===== src/core/itic_pkg.sv =====
package itic_pkg;
   // -----------------------------------------------------------------
   // Timing
   // -----------------------------------------------------------------
   localparam int          CLK_HZ           = 40_000_000;  // System clock rate.
   localparam int          TICK_FAST_NS     = 8_000;       // Tick period with tick select 0.
   localparam int          TICK_SLOW_NS     = 128_000;     // Tick period with tick select 1.
   localparam int          STAGE_B_STEPS    = 8;           // Wraps of the 3-bit second stage.
   localparam int          STAGE_A_STEPS    = 16;          // Wraps of the 4-bit first stage.
   // Base cycles per step of the second stage: 8 us / 8 steps.
   localparam int          BASE_CYCLES      = (TICK_FAST_NS / STAGE_B_STEPS) / (1_000_000_000 / CLK_HZ);
   localparam int          BASE_W           = 8;           // Width of the base divider.

   // -----------------------------------------------------------------
   // Field layouts and reset values
   // -----------------------------------------------------------------
   localparam int          MODE_W           = 3;           // Timer mode register width.
   localparam int          MASK_W           = 3;           // Interrupt mask width.
   localparam int          MODE_SQW_LO      = 0;           // Square wave enable, low bit.
   localparam int          MODE_SQW_HI      = 1;           // Square wave enable, high bit.
   localparam int          MODE_TICK_SEL    = 2;           // Tick select bit.
   localparam int          MASK_LEVEL       = 0;           // Mask bit of the level source.
   localparam int          MASK_TIMER       = 1;           // Mask bit of the timer source.
   localparam int          MASK_EDGE        = 2;           // Mask bit of the edge source.
   localparam logic [7:0]  COUNT_RESET      = 8'hFF;       // Count register after reset.
   localparam logic [2:0]  MODE_RESET       = 3'h7;        // Timer mode after reset.
   localparam logic [2:0]  MASK_RESET       = 3'h7;        // Mask after reset.

   // -----------------------------------------------------------------
   // Vectors
   // -----------------------------------------------------------------
   localparam logic [7:0]  VEC_LEVEL        = 8'h04;       // Level request start address.
   localparam logic [7:0]  VEC_TIMER        = 8'h08;       // Timer request start address.
   localparam logic [7:0]  VEC_EDGE         = 8'h10;       // Edge request start address.
   localparam logic [7:0]  VEC_NONE         = 8'h00;       // No request accepted.
endpackage : itic_pkg


===== src/core/itic_core.sv =====
// Operation
// - Count register, two prescale stages, counter, toggle.
// - Tick every 8 us or 128 us.
// - Interval spans 8us-2ms or 128us-32ms.
// - Count write restarts prescalers, toggle, counter.
// - Comparator match is the timer request.
// - Match clears counter; counting resumes.
// - Toggle flips per match, drives square wave.
// - Unmasked timer match ends halt state.
// - Timer mask bit one blocks timer.
// - Mode bits: wave enable, prescale insert.
// - Mode moves use accumulator bits 0-2.
// - Vectors 4, 8, 16 by priority.
// - Highest priority unmasked request is accepted.
// - Level flag follows its pin.
// - Rising edge sets edge flag.
// - Match pulse sets timer flag.
// - Reset or STOP clears all flags.
// - Serial-done flag sets, never interrupts.
// - Global enable: set, clear, accept, reset.
// - Sample requests at first machine cycle.
// - Acknowledge clears flag, except level source.
// - Reset loads count all ones, clears counters.
module itic_core #(
   parameter int BASE_DIV = itic_pkg::BASE_CYCLES
) (
   // Clock and reset
   input  wire logic                        clk_i,
   input  wire logic                        rst_n_i,
   // Core register writes and reads
   input  wire logic                        count_we_i,
   input  wire logic                        mode_we_i,
   input  wire logic                        mask_we_i,
   input  wire logic [7:0]                  acc_i,
   output logic [7:0]                       count_o,
   output logic [itic_pkg::MODE_W-1:0]      timer_mode_o,
   output logic [itic_pkg::MASK_W-1:0]      interrupt_mask_o,
   // Sequencer control
   input  wire logic                        global_irq_on_instr_i,
   input  wire logic                        global_irq_off_instr_i,
   input  wire logic                        first_cycle_i,
   input  wire logic                        ack_i,
   input  wire logic                        stop_mode_i,
   input  wire logic                        halt_mode_i,
   input  wire logic                        serial_done_i,
   input  wire logic                        skip_if_flag_clear_i,
   // External request pins
   input  wire logic                        level_request_in_i,
   input  wire logic                        edge_request_in_i,
   // Interrupt answer
   output logic                             irq_req_o,
   output logic [7:0]                       irq_vector_o,
   output logic                             global_irq_enable_o,
   output logic [3:0]                       flags_o,
   output logic                             halt_release_o,
   // Timer outputs
   output logic                             timer_match_request_o,
   output logic                             square_wave_pin_o
);
   import itic_pkg::*;

   // -----------------------------------------------------------------
   // Elaboration checks
   // -----------------------------------------------------------------
   // The base counter is 8 bits wide, so a longer divider could never reach its step.
   if (BASE_DIV < 1 || BASE_DIV > 255)
   begin : g_bad_base_div
      $error("itic_core: BASE_DIV out of range.");
   end

   // -----------------------------------------------------------------
   // State
   // -----------------------------------------------------------------
   // Every flop of the block outside the two prescale stages sits in this one struct, so one reset covers all of it.
   typedef struct packed {
      logic [BASE_W-1:0] base;            // Base divider of the system clock.
      logic [7:0]        count;           // Programmed interval.
      logic [7:0]        tick;            // Tick counter.
      logic [2:0]        mode;            // Timer mode bits.
      logic [2:0]        mask;            // Interrupt mask.
      logic              toggle;          // Square wave toggle.
      logic              level_flag;      // Level request flag.
      logic              edge_flag;       // Edge request flag.
      logic              timer_flag;      // Timer request flag.
      logic              serial_flag;     // Serial-done flag.
      logic              edge_prev;       // Previous edge pin level.
      logic              gie;             // Global interrupt enable.
      logic              pend;            // Request sampled in first cycle.
      logic [7:0]        vector;          // Vector of the sampled request.
   } itic_state_t;

   itic_state_t st;
   itic_state_t next_st;

   logic        base_step;   // One-cycle enable every BASE_DIV cycles.
   logic        carry_a;     // Carry of the first stage.
   logic        carry_b;     // Carry of the second stage.
   logic        b_step;      // Step of the second stage.
   logic        tick_step;   // Tick counter enable.
   logic        match;       // Comparator match pulse.
   logic        restart;     // Counter chain clear.
   logic [2:0]  req;         // Unmasked requests, level/timer/edge.

   // Chain restarts on a count write or in STOP mode.
   assign restart   = count_we_i || stop_mode_i;
   // Base step: a one-cycle enable at the end of each BASE_DIV count.
   assign base_step = (st.base == BASE_W'(BASE_DIV - 1));
   // With tick select set, the first stage sits in the chain: 8 us x 16.
   assign b_step    = st.mode[MODE_TICK_SEL] ? carry_a : base_step;
   assign tick_step = carry_b;

   // -----------------------------------------------------------------
   // Prescale stages
   // -----------------------------------------------------------------
   itic_prescale #(.WIDTH(4)) u_prescale_stage_a (
      .clk_i   (clk_i),
      .rst_n_i (rst_n_i),
      .clear_i (restart),
      .step_i  (base_step && st.mode[MODE_TICK_SEL]),
      .carry_o (carry_a)
   );

   itic_prescale #(.WIDTH(3)) u_prescale_stage_b (
      .clk_i   (clk_i),
      .rst_n_i (rst_n_i),
      .clear_i (restart),
      .step_i  (b_step),
      .carry_o (carry_b)
   );

   // Comparator: the counter runs from 0 and is compared plus one, so a count of N gives N ticks.
   // The look-ahead compare clears the counter in the match cycle and saves a step of latency.
   // A restart in the same cycle suppresses the match, so a new count never fires on the old chain.
   assign match = !restart && tick_step && ((st.tick + 8'h01) == st.count);

   // Unmasked requests in priority order.
   // A mask bit of one removes its source before priority is resolved.
   assign req[0] = st.level_flag && !st.mask[MASK_LEVEL];
   assign req[1] = st.timer_flag && !st.mask[MASK_TIMER];
   assign req[2] = st.edge_flag  && !st.mask[MASK_EDGE];

   // -----------------------------------------------------------------
   // Next state
   // -----------------------------------------------------------------
   always_comb
   begin
      next_st = st;
      // Base divider; cleared with the chain so the first tick is whole.
      if (restart || base_step)
      begin
         next_st.base = '0;
      end
      else
      begin
         next_st.base = st.base + 1'b1;
      end
      // Tick counter and toggle.
      if (restart)
      begin
         next_st.tick   = 8'h00;
         next_st.toggle = 1'b0;
      end
      else if (match)
      begin
         next_st.tick   = 8'h00;
         next_st.toggle = !st.toggle;
      end
      else if (tick_step)
      begin
         next_st.tick = st.tick + 8'h01;
      end
      if (count_we_i)
      begin
         next_st.count = acc_i;
      end
      if (mode_we_i)
      begin
         next_st.mode = acc_i[MODE_W-1:0];
      end
      if (mask_we_i)
      begin
         next_st.mask = acc_i[MASK_W-1:0];
      end
      // Level flag is a plain follower of the pin.
      next_st.level_flag = level_request_in_i;
      // The previous level starts low, so a pin that is high when reset ends counts as an edge.
      next_st.edge_prev  = edge_request_in_i;
      // Acknowledge clears first; a new event in the same cycle sets again.
      if (ack_i && st.pend && st.vector == VEC_EDGE)
      begin
         next_st.edge_flag = 1'b0;
      end
      if (ack_i && st.pend && st.vector == VEC_TIMER)
      begin
         next_st.timer_flag = 1'b0;
      end
      if (edge_request_in_i && !st.edge_prev)
      begin
         next_st.edge_flag = 1'b1;
      end
      if (match)
      begin
         next_st.timer_flag = 1'b1;
      end
      // Test instruction consumes the serial flag unless it sets again.
      // The serial flag never feeds the request vector; only the test instruction reads it.
      if (skip_if_flag_clear_i)
      begin
         next_st.serial_flag = 1'b0;
      end
      if (serial_done_i)
      begin
         next_st.serial_flag = 1'b1;
      end
      // Global enable; the off instruction overrides the on one.
      // An accept in the same cycle as the on instruction still clears the enable.
      if (global_irq_on_instr_i)
      begin
         next_st.gie = 1'b1;
      end
      if (global_irq_off_instr_i || (ack_i && st.pend))
      begin
         next_st.gie = 1'b0;
      end
      // Sample requests once per instruction.
      // Pending then holds until the accept, STOP or the next first cycle; the vector holds until the next first cycle.
      if (first_cycle_i)
      begin
         next_st.pend = st.gie && (req != 3'h0);
         if (req[0])
         begin
            next_st.vector = VEC_LEVEL;
         end
         else if (req[1])
         begin
            next_st.vector = VEC_TIMER;
         end
         else if (req[2])
         begin
            next_st.vector = VEC_EDGE;
         end
         else
         begin
            next_st.vector = VEC_NONE;
         end
      end
      else if (ack_i)
      begin
         next_st.pend = 1'b0;
      end
      // STOP clears flags, enable, mask is set and tick select set.
      // Square-wave enable bits survive STOP; only the tick select is forced.
      if (stop_mode_i)
      begin
         next_st.level_flag  = 1'b0;
         next_st.edge_flag   = 1'b0;
         next_st.timer_flag  = 1'b0;
         next_st.serial_flag = 1'b0;
         next_st.gie         = 1'b0;
         next_st.pend        = 1'b0;
         next_st.mask        = MASK_RESET;
         next_st.count       = COUNT_RESET;
         next_st.mode[MODE_TICK_SEL] = 1'b1;
      end
   end

   // -----------------------------------------------------------------
   // State register
   // -----------------------------------------------------------------
   // Synchronous reset; fields not loaded below start at zero, which is their idle value.
   always_ff @(posedge clk_i)
   begin
      if (!rst_n_i)
      begin
         st        <= '0;
         st.count  <= COUNT_RESET;
         st.mode   <= MODE_RESET;
         st.mask   <= MASK_RESET;
         st.vector <= VEC_NONE;
      end
      else
      begin
         st <= next_st;
      end
   end

   // -----------------------------------------------------------------
   // Outputs
   // -----------------------------------------------------------------
   // Register views are plain copies of the state, so reading them has no side effect.
   assign count_o               = st.count;
   assign timer_mode_o          = st.mode;
   assign interrupt_mask_o      = st.mask;
   assign irq_req_o             = st.pend;
   assign irq_vector_o          = st.vector;
   assign global_irq_enable_o   = st.gie;
   assign flags_o               = {st.serial_flag, st.timer_flag, st.edge_flag, st.level_flag};
   assign timer_match_request_o = match;
   // Halt ends on a match; the mask still chooses wake sources.
   // The release is a combinational pulse, so the core can restart in the match cycle.
   assign halt_release_o        = halt_mode_i && match && !st.mask[MASK_TIMER];
   // Both enable bits must be clear for the wave to reach the pin.
   assign square_wave_pin_o     = st.toggle && !st.mode[MODE_SQW_LO] && !st.mode[MODE_SQW_HI];
endmodule : itic_core


===== src/core/itic_prescale.sv =====
// One wrapping counter stage; emits a carry when it wraps on an enable.
module itic_prescale #(
   parameter int WIDTH = 4
) (
   // Clock and reset
   input  wire logic             clk_i,
   input  wire logic             rst_n_i,
   // Control
   input  wire logic             clear_i,
   input  wire logic             step_i,
   // Result
   output logic                  carry_o
);
   import itic_pkg::*;

   // Refused at elaboration, since a stage wider than 16 bits is never needed here.
   if (WIDTH < 1 || WIDTH > 16)
   begin : g_bad_width
      $error("itic_prescale: WIDTH out of range.");
   end

   typedef struct packed {
      logic [WIDTH-1:0] count;   // Stage count.
   } itic_pre_state_t;

   itic_pre_state_t st;
   itic_pre_state_t next_st;

   // Carry is combinational so that the next stage steps in the same cycle.
   assign carry_o = step_i && (st.count == {WIDTH{1'b1}});

   // Next state: clear wins over stepping.
   always_comb
   begin
      next_st = st;
      if (clear_i)
      begin
         next_st.count = '0;
      end
      else if (step_i)
      begin
         next_st.count = st.count + 1'b1;
      end
   end

   // State register with synchronous reset.
   always_ff @(posedge clk_i)
   begin
      if (!rst_n_i)
      begin
         st <= '0;
      end
      else
      begin
         st <= next_st;
      end
   end
endmodule : itic_prescale


===== config.mk =====
export PLATFORM = sky130hd
export DESIGN_NAME = itic_core
export DESIGN_NICKNAME = d
export VERILOG_FILES = /design/src/core/itic_pkg.sv /design/src/core/itic_core.sv /design/src/core/itic_prescale.sv
export SDC_FILE = /design/constraint.sdc
export NUM_CORES = 1
export LEC_CHECK = 0
export BUFFER_PORTS_ARGS = -buffer_cell sky130_fd_sc_hd__buf_2
export CAP_MARGIN = 30
export CORE_MARGIN = 2
export CORE_UTILIZATION = 53
export CTS_CLUSTER_DIAMETER = 80
export DETAILED_ROUTE_END_ITERATION = 10
export HOLD_SLACK_MARGIN = 0.05
export MAX_ROUTING_LAYER = met4
export PLACE_DENSITY = 0.8
export SETUP_SLACK_MARGIN = 0.2
export SYNTH_ARGS = -nofsm -noshare
export SYNTH_HDL_FRONTEND = slang
export SYNTH_SLANG_ARGS = --single-unit

===== constraint.sdc =====
create_clock -name clk_i -period 3.1 [get_ports clk_i]
set_clock_uncertainty 0.1 [all_clocks]
set_input_delay 0.62 -clock clk_i [delete_from_list [all_inputs] [get_ports clk_i]]
set_output_delay 0.62 -clock clk_i [all_outputs]
set_load 0.05 [all_outputs]

# Word-level counts from Yosys, hierarchy flattened
# Index checks and enable logic that the tools add are counted.
[totals]
inputBits = 23
regBits = 53
output_inout_bits = 31
word_cells = 78
[classes]
mux = 12
bitwise = 1
n_addsub = 4
n_eq_ne = 6
reduce_logical = 38
[op_table]
columns = ["op", "n"]
rows = [
  ["1-bit logical AND", 17],
  ["8-bit by 1-bit adder with 8-bit output, second input constant", 2],
  ["8-bit 2-to-1 mux", 2],
  ["1-bit 2-to-1 mux", 9],
  ["8-bit by 4-bit equality test with 1-bit output, second input constant", 1],
  ["8-bit by 5-bit equality test with 1-bit output, second input constant", 1],
  ["8-bit by 6-bit equality test with 1-bit output, second input constant", 1],
  ["8-bit equality test", 1],
  ["1-bit zero test", 8],
  ["2-bit nonzero test", 4],
  ["2-bit OR reduction", 3],
  ["3-bit OR reduction", 2],
  ["5-bit 2-to-1 mux", 1],
  ["4-bit by 1-bit adder with 4-bit output, second input constant", 1],
  ["4-bit equality test, second input constant", 1],
  ["3-bit by 1-bit adder with 3-bit output, second input constant", 1],
  ["3-bit equality test, second input constant", 1],
  ["1-bit logical OR", 3],
  ["3-bit nonzero test", 1],
  ["1-bit inverter", 1],
]

# Depth between registers and ports, before layout
# Gate-level depths: netlist of run 1.
[depth]
word_depth = 9
depth_mapped = 7
depth_no_buf = 6

# By module
# A second synthesis of run 1 with hierarchy kept.
[unflattened]
cells_unflattened = 263
area_unflattened_um2 = 2369.8
[by_module_without_submodules]
columns = ["mod", "area_each_um2", "n_inst", "seq_area_each_um2", "cells_each"]
rows = [
  ["itic_core", 2034.5, 1, 820.8, 231],
  ["itic_prescale at u_prescale_stage_a", 196.4, 1, 80.1, 19],
  ["itic_prescale at u_prescale_stage_b", 138.9, 1, 60.1, 13],
]

# Least setup slack after synthesis of run 1
# Ideal clock, no wire load.
[synth_path]
path_type = "reg2out"
from = "register st[24] in the netlist's numbering"
to = "output halt_release_o"
arrival_ns = 2.096
path_stages_with_launch = 6
path_buffers = 0
setup_slack_ns = 0.284
t_required_ns = 2.380
path_cell_list = "dfxtp_1 and3_1 a31oi_1 or4b_1 a2111oi_2 and3b_1"
[synth_between]
elab_chain_cells = 5
[synth_rtl]
columns = ["item", "line", "rtl"]
rows = [
  ["start, declared", "itic_core.sv:92", "itic_state_t st;"],
  ["start signal, assigned", "itic_core.sv:283", "st <= next_st;"],
  ["8-bit by 1-bit adder with 8-bit output", "itic_core.sv:134", "assign match = !restart && tick_step && ((st.tick + 8'h01) == st.count);"],
  ["8-bit equality test", "itic_core.sv:134", ""],
  ["1-bit logical AND", "itic_core.sv:134", ""],
  ["1-bit logical AND (2 in a row)", "itic_core.sv:301", "assign halt_release_o = halt_mode_i && match && !st.mask[MASK_TIMER];"],
  ["end, declared", "itic_core.sv:55", "output logic halt_release_o,"],
]
# No other way between the ends.

# Worst setup path in the final report of run 1
[layout_path]
from = "register st[25] in the netlist's numbering"
to = "output halt_release_o"
# The elaborated chain is that of the path after synthesis.

==> flow_metrics.py, run 1 <==
metrics = {
    "outcome": {
        "outcome": "complete, but fails checks",
        "violations": "negative setup slack",
    },
    "synthesis": {
        "async_flop_share_pct": 0,
        "syn_area_um2": 2370,
        "synth.distinct_cells": 45,
        "synth_fa_ha_area_share_pct": 2.63,
        "syn_avg_cell_area_um2": 9.10,
        "synthXorXnorAreaFrac_pct": 8.85,
        "ys_seq_area_share_pct": 40.5,
        "synthCells": 261,
        "muxShareOfSynthArea_pct": 7.59,
        "synth_compound_area_share_pct": 7.17,
        "synthSimpleGateAreaFrac_pct": 21.9,
        "synth_top_family_by_area": "simple AND/OR/NAND/NOR gates",
        "yosysWarnings": 0,
        "synth_ff_type": "dfxtp_1",
        "ys_ff_latch": 48,
        "synth_enable_flop_cells": 0,
    },
    "pwr": {
        "p_leak_nw": 1.09,
        "ir_worst_vdd_mv": 0.356,
        "power_mw": 1.22,
        "power_density_nw_per_um2": 441,
    },
    "final_layout": {
        "diodes": 0,
        "fill_cells": 346,
        "utilization_pct": 63.9,
        "final_common_cell": "buf_2",
        "nets": 325,
        "instances_no_fill": 350,
        "final-seq-area_um2": 971,
        "layout_common_cells": "buf_2 (46), dfxtp_1 (44), nand2_1 (22), nor2_1 (20), mux2i_1 (18)",
        "multi_input_area_um2": 1230,
        "synthToLayoutAreaGrowth_pct": 16.3,
        "final_cell_area_um2": 2760,
        "drive_gt1_share_pct": 28.5,
    },
    "die": {
        "core-area_um2": 4320,
        "start_util_pct": 54.9,
        "die-width_um": 70.9,
        "rows": 24,
        "die_h_um": 70.9,
        "die_area_um2": 5030,
        "num_io_pins": 54,
    },
    "clock_tree": {
        "clock_path_buffers": 2,
        "cts-root-buf": "clkbuf_8",
        "cts_buffers": 5,
        "clock_latency_ps": 300,
        "cts.clk_slew.worst_paths_ps": 90,
        "cts_tree": "done",
        "clock_sinks": 48,
        "postCtsHoldBufs": 0,
        "h-tree-depth": 2,
    },
    "placed_design": {
        "dp_hpwl_um": 3480,
        "place_congestion": 0.948,
        "place_area_um2": 2510,
        "port_buffers": 48,
        "place_inst": 338,
        "place_ws_ps": 89.4,
    },
    "route": {
        "num_vias": 1894,
        "vias_per_cell": 5.41,
        "drtIter0Drc": 152,
        "wl_per_cell_um": 14.5,
        "drc_errors": 0,
        "drt-total-wl_um": 5070,
        "dr.pass1.iters": 4,
        "route.antenna.remaining_nets": 0,
    },
    "timing": {
        "worst_slew_pin_slew_ps": 732,
        "setup_viol": 1,
        "rsz0062_at_grt": "yes",
        "fin_crit_ps": 3130,
        "drv_slew": 0,
        "whs_ps": 350,
        "final_hold_viol_count": 0,
        "max_freq_mhz": 320,
        "slew_headroom_pct": 50.0,
        "tns_ps": -26.6,
        "setup_slack_ps": -26.6,
        "fin_crit_sh_pct": 101,
    },
    "global_routing": {
        "grt_util_met1_pct": 26.4,
        "grt_max_degree": 18,
        "antenna_found_initial": 0,
        "grt_pass1_wl_um": 8190,
        "grtUsageMet2_pct": 33.5,
        "use_met3_pct": 4.70,
        "gr-total-overflow": 0,
        "top_usage_layer": "met2",
        "grt_pass1_vias": 1774,
        "grt_util_all_layers_pct": 21.1,
    },
    "setup_path": {
        "start_kind": "flip-flop",
        "end_kind": "output port",
        "crit_type": "flip-flop to output port",
        "path_buf_inv": 1,
        "critPathTopFamily": "simple AND/OR/NAND/NOR gates",
        "crit_chain": "and3_1 > nor3b_1 > a31oi_1 > a2111oi_4 > and3b_1 > buf_6",
        "crit_slowest_cell": "dfxtp_1",
        "worstPathRequired_ps": 2380,
        "slowest_delay_ps": 550,
        "ff2ff_setup_slack_ps": 700,
        "arrival_ps": 2410,
        "crit_fanout": 7,
    },
    "min_path": {
        "hold_path_class": "flip-flop to flip-flop",
    },
    "job": {
        "drv_cap": 0,
    },
}
-- where the power goes --
part,total [mW],internal [mW],switching (mW)
clock,0.471,0.264,0.207
combinational,0.115,0.0350,0.0799
sequential,0.633,0.625,0.00863
total,1.22,0.923,0.296
-- metal layers --
layer	vias to the layer above	part of all wire, %
met5	-	0
met1	883	45
li1	927	-
met2	74	47
met4	0	1.7
met3	10	6.2
-- synthesized netlist by cell type, types with 3 or more instances --
library cell  instances  area share (%)
a21oi_1               5             1.1
and2_1                6             1.6
and3_1                3            0.79
buf_4                27             8.5
clkbuf_1              5            0.79
dfxtp_1              48              40
ha_1                  5             2.6
inv_1                 7             1.1
mux2i_1              18             7.6
nand2_1              22             3.5
nand2b_1              3            0.79
nand3_1              15             3.2
nand4_1               3            0.79
nor2_1               20             3.2
nor2b_1               5             1.3
nor3_1                9             1.9
o21ai_0               3            0.63
xnor2_1              11             4.1
xor2_1               13             4.8
-- registers in the layout, summed over array words and instances, names as in the netlist --
register	flops
st	18
count_o	8
timer_mode_o	3
interrupt_mask_o	3
global_irq_enable_o	1
irq_req_o	1
irq_vector_o	3
flags_o	4
u_prescale_stage_a.st	4
u_prescale_stage_b.st	3
-- logic make-up after synthesis --
family,Yosys count
mux,18
simple gates,100
fa+ha+maj,5
compound gates,23
xor+xnor,24
other cells,1
buf+inv,42
flops,48
-- area by class of cell --
type	instances	share of cell area (%)
Sequential cell	48	35.1
Inverter	7	0.951
Multi-Input combinational cell	175	44.6
Clock inverter	2	1.40
Tap cell	52	2.36
Timing Repair Buffer	60	12.5
Clock buffer	6	2.99
-- what timing repair did --
item	4_1_cts	5_1_grt
pin swaps	5	3
setup buffers	2	2
gates resized for setup	19	2
setup endpoints to repair	2	2
-- path summary, 6_finish.rpt --
check,startpoint,end,cells after the start
min reg2reg,st[38],st[38],1
max,st[25],halt_release_o,6
max reg2reg,st[25],st[29],8
min,st[38],st[38],1
Power figures use the tool's default switching activity.
==> inputs of run 2 (changes only) <==
--- a/config.mk
+++ b/config.mk
@@ -5,16 +5,18 @@
 export SDC_FILE = /design/constraint.sdc
 export NUM_CORES = 1
 export LEC_CHECK = 0
+export ABC_AREA = 1
 export BUFFER_PORTS_ARGS = -buffer_cell sky130_fd_sc_hd__buf_2
 export CAP_MARGIN = 30
 export CORE_MARGIN = 2
-export CORE_UTILIZATION = 53
+export CORE_UTILIZATION = 54
 export CTS_CLUSTER_DIAMETER = 80
 export DETAILED_ROUTE_END_ITERATION = 10
 export HOLD_SLACK_MARGIN = 0.05
 export MAX_ROUTING_LAYER = met4
-export PLACE_DENSITY = 0.8
+export PLACE_DENSITY = 0.81
 export SETUP_SLACK_MARGIN = 0.2
+export SKIP_LAST_GASP = 1
 export SYNTH_ARGS = -nofsm -noshare
 export SYNTH_HDL_FRONTEND = slang
 export SYNTH_SLANG_ARGS = --single-unit
==> run 2 against run 1 <==
Against the previous run:
- via count is 12% higher
- power is 5.3% lower
- synthesized cell count is 24% higher
- die area hardly changed
- critical path depth is 4 higher
- fmax is 13% higher
- register-to-register slack better by 440 ps
- the flow now finishes without violations
- critical endpoint unchanged
- worst hold slack better by 4.2 ps
- clock-buffer cell count is 2 higher
==> flow_metrics.py, run 2 <==
metrics = {
    "final_layout": {
        "synthToLayoutAreaGrowth_pct": 11.4,
        "largest_reg_flops": 18,
        "final_common_cell": "nand2_1",
        "utilization_pct": 62.3,
        "top_register": "st",
        "multi_input_area_um2": 1150,
        "final-seq-area_um2": 962,
        "diodes": 0,
        "instances_no_fill": 413,
        "final_cell_area_um2": 2690,
        "drive_gt1_share_pct": 21.9,
        "fill_cells": 409,
        "layout_common_cells": "nand2_1 (71), dfxtp_1 (47), buf_2 (46), inv_1 (35), nor2_1 (29)",
        "nets": 388,
    },
    "global_routing": {
        "grt_util_all_layers_pct": 20.8,
        "grt_pass1_wl_um": 8270,
        "gr-total-overflow": 0,
        "grt_max_degree": 14,
        "grt_pass1_vias": 1900,
        "antenna_found_initial": 0,
    },
    "placed_design": {
        "place_congestion": 0.878,
        "place_area_um2": 2540,
        "place_inst": 401,
        "place_ws_ps": 354,
        "port_buffers": 48,
        "dp_hpwl_um": 3720,
    },
    "clock_tree": {
        "clock_path_buffers": 2,
        "h-tree-depth": 2,
        "cts.clk_slew.worst_paths_ps": 90,
        "clock_latency_ps": 300,
        "clock_sinks": 48,
        "cts-root-buf": "clkbuf_8",
        "cts_tree": "done",
        "cts_buffers": 5,
    },
    "route": {
        "drt-total-wl_um": 4960,
        "vias_per_cell": 5.15,
        "wl_per_cell_um": 12.0,
        "route.antenna.remaining_nets": 0,
        "drc_errors": 0,
        "num_vias": 2129,
        "dr.pass1.iters": 4,
        "drtIter0Drc": 97,
    },
    "synthesis": {
        "muxShareOfSynthArea_pct": 0,
        "yosysWarnings": 0,
        "synthSimpleGateAreaFrac_pct": 31.4,
        "synth_fa_ha_area_share_pct": 2.59,
        "synth.area.top_cells": "dfxtp_1 (40%), nand2_1 (11%), buf_4 (8.1%)",
        "ys_ff_latch": 48,
        "synthTopCellsByCount": "nand2_1 (71), dfxtp_1 (48), inv_1 (35)",
        "synthXorXnorAreaFrac_pct": 1.45,
        "async_flop_share_pct": 0,
        "synth_enable_flop_cells": 0,
        "ys_seq_area_share_pct": 39.7,
        "syn_area_um2": 2420,
        "yosysTopAreaCell": "dfxtp_1",
        "synth_compound_area_share_pct": 10.4,
        "synth_ff_type": "dfxtp_1",
        "synth_top_family_by_area": "simple AND/OR/NAND/NOR gates",
        "synth.distinct_cells": 35,
        "syn_avg_cell_area_um2": 7.46,
        "synth.most_common_cell": "nand2_1",
        "synthCells": 324,
        "yosysTopAreaCellShare_pct": 39.7,
    },
    "pwr": {
        "pwr-share-seq_pct": 55.4,
        "ir_worst_vdd_mv": 0.361,
        "power_mw": 1.15,
        "p_leak_nw": 1.19,
        "switching_share_pct": 27.0,
        "clkPwrFrac_pct": 33.6,
        "internal-power_mw": 0.843,
        "p_comb_share_pct": 11.0,
        "power_switching_mw": 0.311,
        "power_density_nw_per_um2": 428,
    },
    "outcome": {
        "outcome": "completed",
    },
    "timing": {
        "rsz0062_at_grt": "no",
        "drv_slew": 0,
        "setup_slack_ps": 341,
        "whs_ps": 355,
        "fin_crit_sh_pct": 89.0,
        "fin_crit_ps": 2760,
        "setup_viol": 0,
        "max_freq_mhz": 362,
        "tns_ps": 0,
        "final_hold_viol_count": 0,
    },
    "setup_path": {
        "cpMostUsedCell": "nand3_4",
        "arrival_ps": 2040,
        "worstPathRequired_ps": 2380,
        "end_kind": "output port",
        "crit_chain": "ha_1 > nand2_2 > nor2_4 > nand3_4 > nor2_8 > nand3_4 > nor2_4 > nand3_4 > nor2_1 > buf_6",
        "start_kind": "flip-flop",
        "crit_slowest_cell": "dfxtp_1",
        "crit_fanout": 6,
        "crit_type": "flip-flop to output port",
        "slowest_delay_ps": 360,
    },
    "die": {
        "die_area_um2": 5030,
        "die-width_um": 70.9,
        "num_io_pins": 54,
        "start_util_pct": 55.9,
        "core-area_um2": 4320,
        "rows": 24,
        "die_h_um": 70.9,
    },
    "job": {
        "drv_cap": 0,
    },
    "min_path": {
        "hold_path_class": "flip-flop to flip-flop",
    },
}
run 2: changes by cell type in the layout (fill, tap and decap cells not counted), sizes merged, moves of 6 or more:
| cell | previous run | this run |
|---|---|---|
| nand2 | 22 | 74 |
| a21oi | 5 | 28 |
| o21ai | 4 | 12 |
| xnor2 | 11 | 3 |
| inv | 7 | 37 |
| mux2i | 18 | 0 |
| and2 | 6 | 0 |
| xor2 | 13 | 1 |
| nand3 | 15 | 25 |
| buf | 60 | 52 |
| nor2 | 20 | 35 |
run 2: cell families after synthesis:
group,count (synthesis)
buffers and inverters,66
AOI/OAI and AO/OA,46
adders and majority gates,5
DFF,48
and+or+nand+nor,154
other,1
xor gates and xnor gates,4
run 2: worst paths after layout:
path,start,end,slack [ps],depth (start not counted)
worst min register to register,st[38],st[38],350,1
worst max register to register,st[38],st[29],1140,10
worst max-delay path,st[38],halt_release_o,340,10
worst min-delay path,st[38],st[38],350,1
run 2: what timing repair did:
action / in CTS / in global routing
gates resized for setup: 1 / 7
gates cloned: 0 / 0
setup buffers: 0 / 4
pin swaps: 0 / 3
endpoints found under the setup margin: 1 / 2
endpoints found under the hold margin: 0 / 0
hold buffers: 0 / 0
run 2: area by class of cell:
type | count | area share (%)
clock buffer | 8 | 3.34
sequential | 48 | 35.7
multi-input combinational | 214 | 42.6
inverter | 38 | 5.29
tap | 52 | 2.42
timing repair buffer | 53 | 10.6
run 2: critical path, delay by kind of cell (launching register included):
kind          cells  cell delay [ps]
fa+ha+maj         1              190
simple gates      8             1000
flops             1              360
buf+inv           1              170
run 2: power by group through the flow:
| stage | Combinational [mW] | Clock (mW) | Sequential, mW |
|---|---|---|---|
| after CTS | 0.128 | 0.395 | 0.639 |
| after global routing | 0.138 | 0.418 | 0.641 |
| after global placement | 0.126 | 0 | 0.653 |
| after detailed placement | 0.127 | 0 | 0.653 |
| final | 0.127 | 0.388 | 0.639 |
| after floorplan | 0.108 | 0 | 0.652 |
run 2: per-layer routing:
layer | vias to the layer above | GRT usage [%] | share of wire [%]
met1 | 981 | 26.1 | 46
li1 | 1087 | - | -
met2 | 52 | 34.1 | 49
met5 | - | - | 0
met4 | 0 | 7.55 | 1.4
met3 | 9 | 3.42 | 3.5
